<file path="src/core/pcs_status_pkg.sv">
// constants for the mac-side serdes pcs status register page
package pcs_status_pkg;
	localparam int          REG_AW              = 5;
	localparam int          REG_DW              = 16;
	// page select register and page codes
	localparam logic [4:0]  PAGE_SEL_ADDR       = 5'h1F;
	localparam logic [15:0] PAGE_MAIN           = 16'h0000;
	localparam logic [15:0] PAGE_EXT3           = 16'h0003;
	localparam logic [15:0] PAGE_RESET          = 16'h0000;
	// extended page 3 offsets
	localparam logic [4:0]  PCS_CTRL_ADDR       = 5'h10;
	localparam logic [4:0]  PCS_LINK_STAT_ADDR  = 5'h11;
	localparam logic [4:0]  LOCAL_ADVERT_ADDR   = 5'h12;
	localparam logic [4:0]  PARTNER_CODE_ADDR   = 5'h13;
	localparam logic [4:0]  SERDES_EVENT_ADDR   = 5'h14;
	// pcs control fields
	localparam int          CTRL_AN_RESTART_BIT = 12;
	localparam int          CTRL_FORCE_ADV_BIT  = 11;
	localparam int          CTRL_LO_BIT         = 5;
	localparam logic [15:0] CTRL_RESET          = 16'h0100;
	localparam logic [15:0] CTRL_WR_MASK        = 16'hEFE0;
	// pcs link status fields
	localparam int          LS_LP_RESTART_BIT   = 11;
	localparam int          LS_RFAULT_HI        = 9;
	localparam int          LS_RFAULT_LO        = 8;
	localparam int          LS_ASYM_PAUSE_BIT   = 7;
	localparam int          LS_SYM_PAUSE_BIT    = 6;
	localparam int          LS_FULL_DUP_BIT     = 5;
	localparam int          LS_HALF_DUP_BIT     = 4;
	localparam int          LS_LP_AN_CAP_BIT    = 3;
	localparam int          LS_LINK_BIT         = 2;
	localparam int          LS_AN_DONE_BIT      = 1;
	localparam int          LS_SIG_DET_BIT      = 0;
	// serdes event status fields
	localparam int          EV_SIG_DET_BIT      = 14;
	localparam int          EV_QSGMII_SYNC_BIT  = 13;
	// reset values
	localparam logic [15:0] ADVERT_RESET        = 16'h0000;
	localparam logic [15:0] ZERO_WORD           = 16'h0000;
endpackage

</file>
<file path="src/core/mac_pcs_link_status_regs.sv">
// mac-side serdes pcs status, ability and event registers on extended page 3
// What this block does
// - status bit 11 shows partner requested autonegotiation restart
// - status bits 9:8 carry mac remote fault; 00 means none
// - status bit 7 shows mac advertises asymmetric pause
// - status bit 6 shows mac advertises symmetric pause
// - status bit 5 shows mac advertises full duplex
// - status bit 4 shows mac advertises half duplex
// - status bit 3 shows partner is autonegotiation capable
// - status bit 2 is one while mac-side link is up
// - status bit 1 is one once mac-side autonegotiation completes
// - status bit 0 is one while pcs sees valid incoming signal
// - advertised code word register readable, resets to zero
// - advertised register writable only while force bit set, else tracks internal word
// - read-only register holds last code word received from partner
// - serdes status bit 14 is sticky signal-detect event flag
// - with force bit set, the register value is advertised
`timescale 1ns/1ps
module mac_pcs_link_status_regs
(
	input  wire logic        clk,             // 25 MHz management clock
	input  wire logic        rstn,            // async reset, active low
	input  wire logic [4:0]  mgmt_addr,       // register number 0..31
	input  wire logic        mgmt_wr,         // write strobe, one cycle
	input  wire logic        mgmt_rd,         // read strobe, one cycle
	input  wire logic [15:0] mgmt_wdata,      // write data
	output logic      [15:0] mgmt_rdata,      // read data, one cycle after mgmt_rd
	output logic      [15:0] page_sel,        // current page select value
	input  wire logic        lp_an_restart,   // partner restart request seen
	input  wire logic [1:0]  mac_rfault,      // remote fault from mac ability
	input  wire logic        mac_asym_pause,  // mac advertises asymmetric pause
	input  wire logic        mac_sym_pause,   // mac advertises symmetric pause
	input  wire logic        mac_full_dup,    // mac advertises full duplex
	input  wire logic        mac_half_dup,    // mac advertises half duplex
	input  wire logic        lp_an_capable,   // partner can autonegotiate
	input  wire logic        mac_link_up,     // mac-side link connected
	input  wire logic        an_complete,     // autonegotiation complete
	input  wire logic        pcs_sig_det,     // pcs signal detect level
	input  wire logic [15:0] gen_code_word,   // internally generated code word
	input  wire logic [15:0] rx_code_word,    // received config code word
	input  wire logic        rx_code_valid,   // rx_code_word valid, one cycle
	input  wire logic        sig_det_event,   // serdes signal detect event pulse
	input  wire logic        qsgmii_sync,     // qsgmii receiver synchronised
	output logic      [15:0] advert_word,     // code word sent to the mac
	output logic             force_advert,    // force advertised ability active
	output logic             an_restart       // restart mac autonegotiation, pulse
);

	// control field bounds, all derived from package positions
	localparam int TOP     = pcs_status_pkg::REG_DW - 1;
	localparam int HI_LSB  = pcs_status_pkg::CTRL_AN_RESTART_BIT + 1;
	localparam int MID_MSB = pcs_status_pkg::CTRL_FORCE_ADV_BIT - 1;
	localparam int LO      = pcs_status_pkg::CTRL_LO_BIT;

	logic [TOP:HI_LSB] ctrl_hi_r;
	logic [MID_MSB:LO] ctrl_mid_r;

	logic [15:0] page_r;
	logic        force_r;
	logic [15:0] ctrl_word;
	// status field registers
	logic        lp_restart_r;
	logic [1:0]  rfault_r;
	logic        asym_pause_r;
	logic        sym_pause_r;
	logic        full_dup_r;
	logic        half_dup_r;
	logic        lp_an_cap_r;
	logic        link_up_r;
	logic        an_done_r;
	logic        sig_det_r;
	logic [15:0] link_stat_word;
	logic [15:0] event_word;
	logic [15:0] local_advert_r;
	logic [15:0] partner_code_r;
	logic        sig_det_sticky_r;
	logic        qsgmii_sync_r;
	logic [15:0] rdata_r;
	logic        an_restart_r;
	logic        on_page3;
	logic        wr_ctrl;
	logic        wr_advert;
	logic        rd_event;
	logic [15:0] rdata_nxt;
	logic [15:0] page3_word;
	logic        wr_page;

	assign on_page3 = (page_r == pcs_status_pkg::PAGE_EXT3);
	assign wr_ctrl  = mgmt_wr && on_page3
		&& (mgmt_addr == pcs_status_pkg::PCS_CTRL_ADDR);
	assign wr_advert = mgmt_wr && on_page3
		&& (mgmt_addr == pcs_status_pkg::LOCAL_ADVERT_ADDR);
	assign rd_event = mgmt_rd && on_page3
		&& (mgmt_addr == pcs_status_pkg::SERDES_EVENT_ADDR);
	assign wr_page  = mgmt_wr && (mgmt_addr == pcs_status_pkg::PAGE_SEL_ADDR);

	// page select is always reachable, whatever page is active
	always_ff @(posedge clk or negedge rstn)
	begin
		if (!rstn)
			page_r <= pcs_status_pkg::PAGE_RESET;
		else if (wr_page)
			page_r <= mgmt_wdata;
	end

	// restart bit never stored, so it reads back as zero (self-clearing)
	always_ff @(posedge clk or negedge rstn)
	begin
		if (!rstn)
			ctrl_hi_r <= pcs_status_pkg::CTRL_RESET[TOP:HI_LSB];
		else if (wr_ctrl)
			ctrl_hi_r <= mgmt_wdata[TOP:HI_LSB];
	end

	// force bit also picks what the advertised word follows
	always_ff @(posedge clk or negedge rstn)
	begin
		if (!rstn)
			force_r <= pcs_status_pkg::CTRL_RESET[pcs_status_pkg::CTRL_FORCE_ADV_BIT];
		else if (wr_ctrl)
			force_r <= mgmt_wdata[pcs_status_pkg::CTRL_FORCE_ADV_BIT];
	end

	always_ff @(posedge clk or negedge rstn)
	begin
		if (!rstn)
			ctrl_mid_r <= pcs_status_pkg::CTRL_RESET[MID_MSB:LO];
		else if (wr_ctrl)
			ctrl_mid_r <= mgmt_wdata[MID_MSB:LO];
	end

	// restart bit 12 and bits 4:0 read as zero
	always_comb
	begin
		ctrl_word = pcs_status_pkg::ZERO_WORD;
		ctrl_word[TOP:HI_LSB] = ctrl_hi_r;
		ctrl_word[pcs_status_pkg::CTRL_FORCE_ADV_BIT] = force_r;
		ctrl_word[MID_MSB:LO] = ctrl_mid_r;
	end

	// one-cycle pulse to the pcs; no handshake back
	always_ff @(posedge clk or negedge rstn)
	begin
		if (!rstn)
			an_restart_r <= 1'b0;
		else
			an_restart_r <= wr_ctrl && mgmt_wdata[pcs_status_pkg::CTRL_AN_RESTART_BIT];
	end

	// status inputs share this clock, so no synchroniser stages
	// status fields, each one cycle behind its pcs input
	always_ff @(posedge clk or negedge rstn)
	begin
		if (!rstn)
			lp_restart_r <= 1'b0;
		else
			lp_restart_r <= lp_an_restart;
	end

	// any non-zero fault code is passed through untouched
	always_ff @(posedge clk or negedge rstn)
	begin
		if (!rstn)
			rfault_r <= 2'b00;
		else
			rfault_r <= mac_rfault;
	end

	always_ff @(posedge clk or negedge rstn)
	begin
		if (!rstn)
			asym_pause_r <= 1'b0;
		else
			asym_pause_r <= mac_asym_pause;
	end

	always_ff @(posedge clk or negedge rstn)
	begin
		if (!rstn)
			sym_pause_r <= 1'b0;
		else
			sym_pause_r <= mac_sym_pause;
	end

	always_ff @(posedge clk or negedge rstn)
	begin
		if (!rstn)
			full_dup_r <= 1'b0;
		else
			full_dup_r <= mac_full_dup;
	end

	always_ff @(posedge clk or negedge rstn)
	begin
		if (!rstn)
			half_dup_r <= 1'b0;
		else
			half_dup_r <= mac_half_dup;
	end

	always_ff @(posedge clk or negedge rstn)
	begin
		if (!rstn)
			lp_an_cap_r <= 1'b0;
		else
			lp_an_cap_r <= lp_an_capable;
	end

	always_ff @(posedge clk or negedge rstn)
	begin
		if (!rstn)
			link_up_r <= 1'b0;
		else
			link_up_r <= mac_link_up;
	end

	always_ff @(posedge clk or negedge rstn)
	begin
		if (!rstn)
			an_done_r <= 1'b0;
		else
			an_done_r <= an_complete;
	end

	always_ff @(posedge clk or negedge rstn)
	begin
		if (!rstn)
			sig_det_r <= 1'b0;
		else
			sig_det_r <= pcs_sig_det;
	end

	// reserved bits 15:12 and 10 stay zero
	always_comb
	begin
		link_stat_word = pcs_status_pkg::ZERO_WORD;
		link_stat_word[pcs_status_pkg::LS_LP_RESTART_BIT] = lp_restart_r;
		link_stat_word[pcs_status_pkg::LS_RFAULT_HI:pcs_status_pkg::LS_RFAULT_LO]
			= rfault_r;
		link_stat_word[pcs_status_pkg::LS_ASYM_PAUSE_BIT] = asym_pause_r;
		link_stat_word[pcs_status_pkg::LS_SYM_PAUSE_BIT] = sym_pause_r;
		link_stat_word[pcs_status_pkg::LS_FULL_DUP_BIT] = full_dup_r;
		link_stat_word[pcs_status_pkg::LS_HALF_DUP_BIT] = half_dup_r;
		link_stat_word[pcs_status_pkg::LS_LP_AN_CAP_BIT] = lp_an_cap_r;
		link_stat_word[pcs_status_pkg::LS_LINK_BIT] = link_up_r;
		link_stat_word[pcs_status_pkg::LS_AN_DONE_BIT] = an_done_r;
		link_stat_word[pcs_status_pkg::LS_SIG_DET_BIT] = sig_det_r;
	end

	// forced: holds software's value; otherwise follows the generated word
	always_ff @(posedge clk or negedge rstn)
	begin
		if (!rstn)
			local_advert_r <= pcs_status_pkg::ADVERT_RESET;
		else if (force_r)
		begin
			if (wr_advert)
				local_advert_r <= mgmt_wdata;
		end
		else
			local_advert_r <= gen_code_word;
	end

	// holds between strobes, so a late read still shows the last word
	always_ff @(posedge clk or negedge rstn)
	begin
		if (!rstn)
			partner_code_r <= pcs_status_pkg::ZERO_WORD;
		else if (rx_code_valid)
			partner_code_r <= rx_code_word;
	end

	// a new event beats a clearing read in the same cycle
	always_ff @(posedge clk or negedge rstn)
	begin
		if (!rstn)
			sig_det_sticky_r <= 1'b0;
		else if (sig_det_event)
			sig_det_sticky_r <= 1'b1;
		else if (rd_event)
			sig_det_sticky_r <= 1'b0;
	end

	// plain level, read one cycle late like the other status bits
	always_ff @(posedge clk or negedge rstn)
	begin
		if (!rstn)
			qsgmii_sync_r <= 1'b0;
		else
			qsgmii_sync_r <= qsgmii_sync;
	end

	// bit 15 and bits 12:0 are reserved and read zero
	always_comb
	begin
		event_word = pcs_status_pkg::ZERO_WORD;
		event_word[pcs_status_pkg::EV_SIG_DET_BIT] = sig_det_sticky_r;
		event_word[pcs_status_pkg::EV_QSGMII_SYNC_BIT] = qsgmii_sync_r;
	end

	// page 3 window; anything outside 0x10..0x14 reads zero
	always_comb
	begin
		page3_word = pcs_status_pkg::ZERO_WORD;
		unique case (mgmt_addr)
			pcs_status_pkg::PCS_CTRL_ADDR:      page3_word = ctrl_word;
			pcs_status_pkg::PCS_LINK_STAT_ADDR: page3_word = link_stat_word;
			pcs_status_pkg::LOCAL_ADVERT_ADDR:  page3_word = local_advert_r;
			pcs_status_pkg::PARTNER_CODE_ADDR:  page3_word = partner_code_r;
			pcs_status_pkg::SERDES_EVENT_ADDR:  page3_word = event_word;
			default:                            page3_word = pcs_status_pkg::ZERO_WORD;
		endcase
	end

	// unmapped addresses and other pages read as zero, except page select at 0x1F on any page
	always_comb
	begin
		rdata_nxt = pcs_status_pkg::ZERO_WORD;
		if (mgmt_addr == pcs_status_pkg::PAGE_SEL_ADDR)
			rdata_nxt = page_r;
		else if (on_page3)
			rdata_nxt = page3_word;
	end

	// read data holds between reads so software may sample late
	always_ff @(posedge clk or negedge rstn)
	begin
		if (!rstn)
			rdata_r <= pcs_status_pkg::ZERO_WORD;
		else if (mgmt_rd)
			rdata_r <= rdata_nxt;
	end

	assign mgmt_rdata   = rdata_r;
	assign page_sel     = page_r;
	assign advert_word  = local_advert_r;
	assign force_advert = force_r;
	assign an_restart   = an_restart_r;

endmodule // mac_pcs_link_status_regs

</file>
<file path="config.mk">
export PLATFORM = sky130hd
export DESIGN_NAME = mac_pcs_link_status_regs
export DESIGN_NICKNAME = d
export VERILOG_FILES = /design/src/core/pcs_status_pkg.sv /design/src/core/mac_pcs_link_status_regs.sv
export SDC_FILE = /design/constraint.sdc
export NUM_CORES = 1
export LEC_CHECK = 0
export ABC_CLOCK_PERIOD_IN_PS = 3500
export BUFFER_PORTS_ARGS = -buffer_cell sky130_fd_sc_hd__buf_2
export CAP_MARGIN = 0
export CELL_PAD_IN_SITES_DETAIL_PLACEMENT = 1
export CELL_PAD_IN_SITES_GLOBAL_PLACEMENT = 1
export CORE_MARGIN = 2
export CORE_UTILIZATION = 43
export CTS_CLUSTER_SIZE = 12
export DETAILED_ROUTE_END_ITERATION = 7
export PLACE_DENSITY = 0.9
export RECOVER_POWER = 100
export SYNTH_ARGS = -nofsm -noshare
export SYNTH_HDL_FRONTEND = slang
export SYNTH_SLANG_ARGS = --single-unit
</file>
<file path="constraint.sdc">
create_clock -name clk -period 3.5 [get_ports clk]
set_input_delay 0.525 -clock clk [delete_from_list [all_inputs] [get_ports clk]]
set_output_delay 0.525 -clock clk [all_outputs]
set_load 0.05 [all_outputs]
</file>
==> results_dict.tcl <==
set metrics [dict create \
    vias_per_cell 5.693 \
    synth.yosys.seq_area_share_pct 53.66 \
    arrival_ns 3.12 \
    wl_mm 12.96 \
    route.met2.wl_mm 6.379 \
    antenna_cells 0 \
    cp_slowest_cell "nor4_2" \
    cts_hold_buf 0 \
    p_sw_mw 0.7844 \
    ios 121 \
    yosysTopAreaCell "dfrtp_1" \
    netlist_top_cells_count "dfrtp_1 (87), mux2_2 (51), a31oi_1 (32), nor2_1 (21), o21ai_0 (20)" \
    grt_pass1_vias 3524 \
    postSynthCellCount 346 \
    clock_skew_ns 0.01131 \
    ys_warn_count 0 \
    rsz0062_at_grt "no" \
    period_share_pct 81.68 \
    slew_violations 89 \
    postRouteAntennaNets 0 \
    comb_power_share_pct 19.7 \
    nNetsFinal 524 \
    synth_nets 417 \
    synth_area_leaders "dfrtp_1 (53%), mux2_2 (14%), a31oi_1 (4.9%), mux4_2 (3.3%), nand3b_1 (2.9%)" \
    cts_buffers 9 \
    swShare_pct 32.89 \
    antenna_found_initial 0 \
    portBuffers 120 \
    ir_drop_v 0.0003121 \
    post-dp-hpwl_mm 9.075 \
    timing.final.setup_violations 0 \
    cts_tree "done" \
    reg2reg_slack_ns 0.68 \
    dr_wl_met3_um 698 \
    synth_flop_cell "dfrtp_1" \
    grt_pass1_wl_mm 20.14 \
    period_needed_ns 2.859 \
    startpoint_type "input port" \
    grt_max_degree 89 \
    htree_levels 3 \
    finalHoldViolations 0 \
    post_cts_buffers 0 \
    leakage_nw 2.099 \
    fin_tns_setup_ns 0 \
    fmax_mhz 349.8 \
    numClockSinks 88 \
    clockBufferDepth 2 \
    m1WireLength_mm 5.566 \
    chipWidth_um 101.7 \
    drt-wirelength-per-cell_um 22.07 \
    synth_area_um2 4106 \
    initial_utilization_pct 44.44 \
    end_kind "flop" \
    rows 35 \
    max_stage_delay_ns 0.93 \
    hp-class "input port to flop" \
    cp.required_ns 3.76 \
    path_delay_family "simple AND/OR/NAND/NOR gates" \
    gp_congestion 0.8420 \
    clk_latency_ns 0.37 \
    synth_top_area_share_pct 53.02 \
    tightest_slew_ns 2.186 \
    synth-seq-cells 88 \
    yosysMostFrequentCell "dfrtp_1" \
    worst-path-buf-inv 1 \
    pwr_density_cell_nw_per_um2 488.5 \
    clkTransAtPathRegs_ns 0.09 \
    first_iter_violations 319 \
    vias 3342 \
    ctsResizeCount 0 \
    core_area_um2 9240 \
    timing.hold.ws_ns 0.2553 \
    cts-root-buf "clkbuf_8" \
    top_layer "met4" \
    synth-async-reset-ratio_pct 100.0 \
    drive_above_1_share_pct 31.44 \
    multi_input_area_um2 1728 \
    fillCellCount 1047 \
    fp.dieH_um 101.7 \
    dr.pass1.iters 4 \
    synthToLayoutAreaGrowth_pct 18.89 \
    maxCapViolations 1 \
    clkPwrFrac_pct 31.4 \
    syn_avg_cell_area_um2 11.87 \
    critPathMaxFanout 20 \
    power_mw 2.385 \
    track_usage_pct 26.14 \
    violations "capacitance limit, slew limit" \
    drc 0 \
    synth_edf_count 0 \
    worstSetupPathType "input port to flop" \
    outcome "complete, but fails checks" \
    slew_headroom_pct -45.76 \
    die_area_um2 10350 \
    yosysUniqueCellTypes 37 \
    p_int_mw 1.600 \
    p_seq_share_pct 48.9 \
    regArea_um2 2203 \
    crit_chain "clkbuf_1 -> nor2_1 -> nand2_1 -> nor4_2 -> mux2_2" \
    overflow 0 \
]
cell usage in the layout (no fill, tap or decap), types with 2 or more instances in the layout:
cell / n
buf_4: 2
mux2i_1: 3
a31oi_1: 32
nor2b_1: 16
nor2_1: 22
inv_1: 7
o41ai_1: 2
mux2_1: 2
nand2_1: 4
a22oi_1: 7
mux4_2: 6
nand3_1: 3
nand3b_1: 16
buf_2: 65
clkbuf_1: 57
dfrtp_1: 87
nand2b_1: 2
clkinv_4: 2
or3_1: 16
clkbuf_8: 11
o21ai_0: 28
a21oi_1: 2
mux2_2: 49
sequential cells by signal, summed over array words and instances, names as in the netlist, 2 cells and up:
signal / cells
ctrl_mid_r: 6
advert_word: 16
rfault_r: 2
mgmt_rdata: 16
partner_code_r: 16
ctrl_hi_r: 3
page_sel: 16
metrics by stage:
step	worst slack, ns	cells	cell area [um2]	utilization [%]
global placement	1.015	571	4766	51.58
floorplan	1.418	346	4106	-
global route	0.4769	587	4882	52.84
detailed placement	0.9470	571	4766	51.58
CTS	1.056	587	4974	53.83
finish	0.6411	587	4882	52.84
layer usage:
layer	vias up	GRT usage, %
met5	-	0
met4	0	9.044
met3	31	6.211
met2	117	41.50
met1	1726	35.31
li1	1468	-
power groups by stage:
| stage | clock network (mW) | registers (mW) | logic (mW) |
|---|---|---|---|
| finish | 0.749 | 1.17 | 0.470 |
| global route | 0.807 | 1.18 | 0.496 |
| CTS | 0.763 | 1.16 | 0.489 |
| detailed placement | 0 | 1.18 | 0.482 |
| global placement | 0 | 1.17 | 0.467 |
| floorplan | 0 | 1.33 | 0.150 |
layout make-up:
class,instances,area share (%)
clock buffers,12,3.178
clock inverters,4,1.076
inverters,7,0.5382
multi-input cells,223,35.39
flip-flops and latches,88,45.13
well taps,129,3.306
repair buffers,124,11.38
worst paths after layout:
check,startpoint,endpoint,depth (start not counted)
worst min register to register,partner_code_r[2],partner_code_r[2],1
min in group asynchronous,rstn,advert_word[4],1
max in group asynchronous,rstn,partner_code_r[3],1
worst max register to register,page_sel[9],mgmt_rdata[12],5
worst min-delay path,pcs_sig_det,sig_det_r,1
worst max-delay path,mgmt_addr[0],ctrl_hi_r[13],5
kinds of logic after synthesis:
| family | Yosys count | share of synthesized area [%] |
|---|---|---|
| and+or+nand+nor | 90 | 13.86 |
| DFF | 88 | 53.66 |
| AOI/OAI and AO/OA | 73 | 10.54 |
| muxes | 60 | 18.01 |
| buffers and inverters | 35 | 3.931 |
No activity file was read; power rests on OpenSTA's default activity.
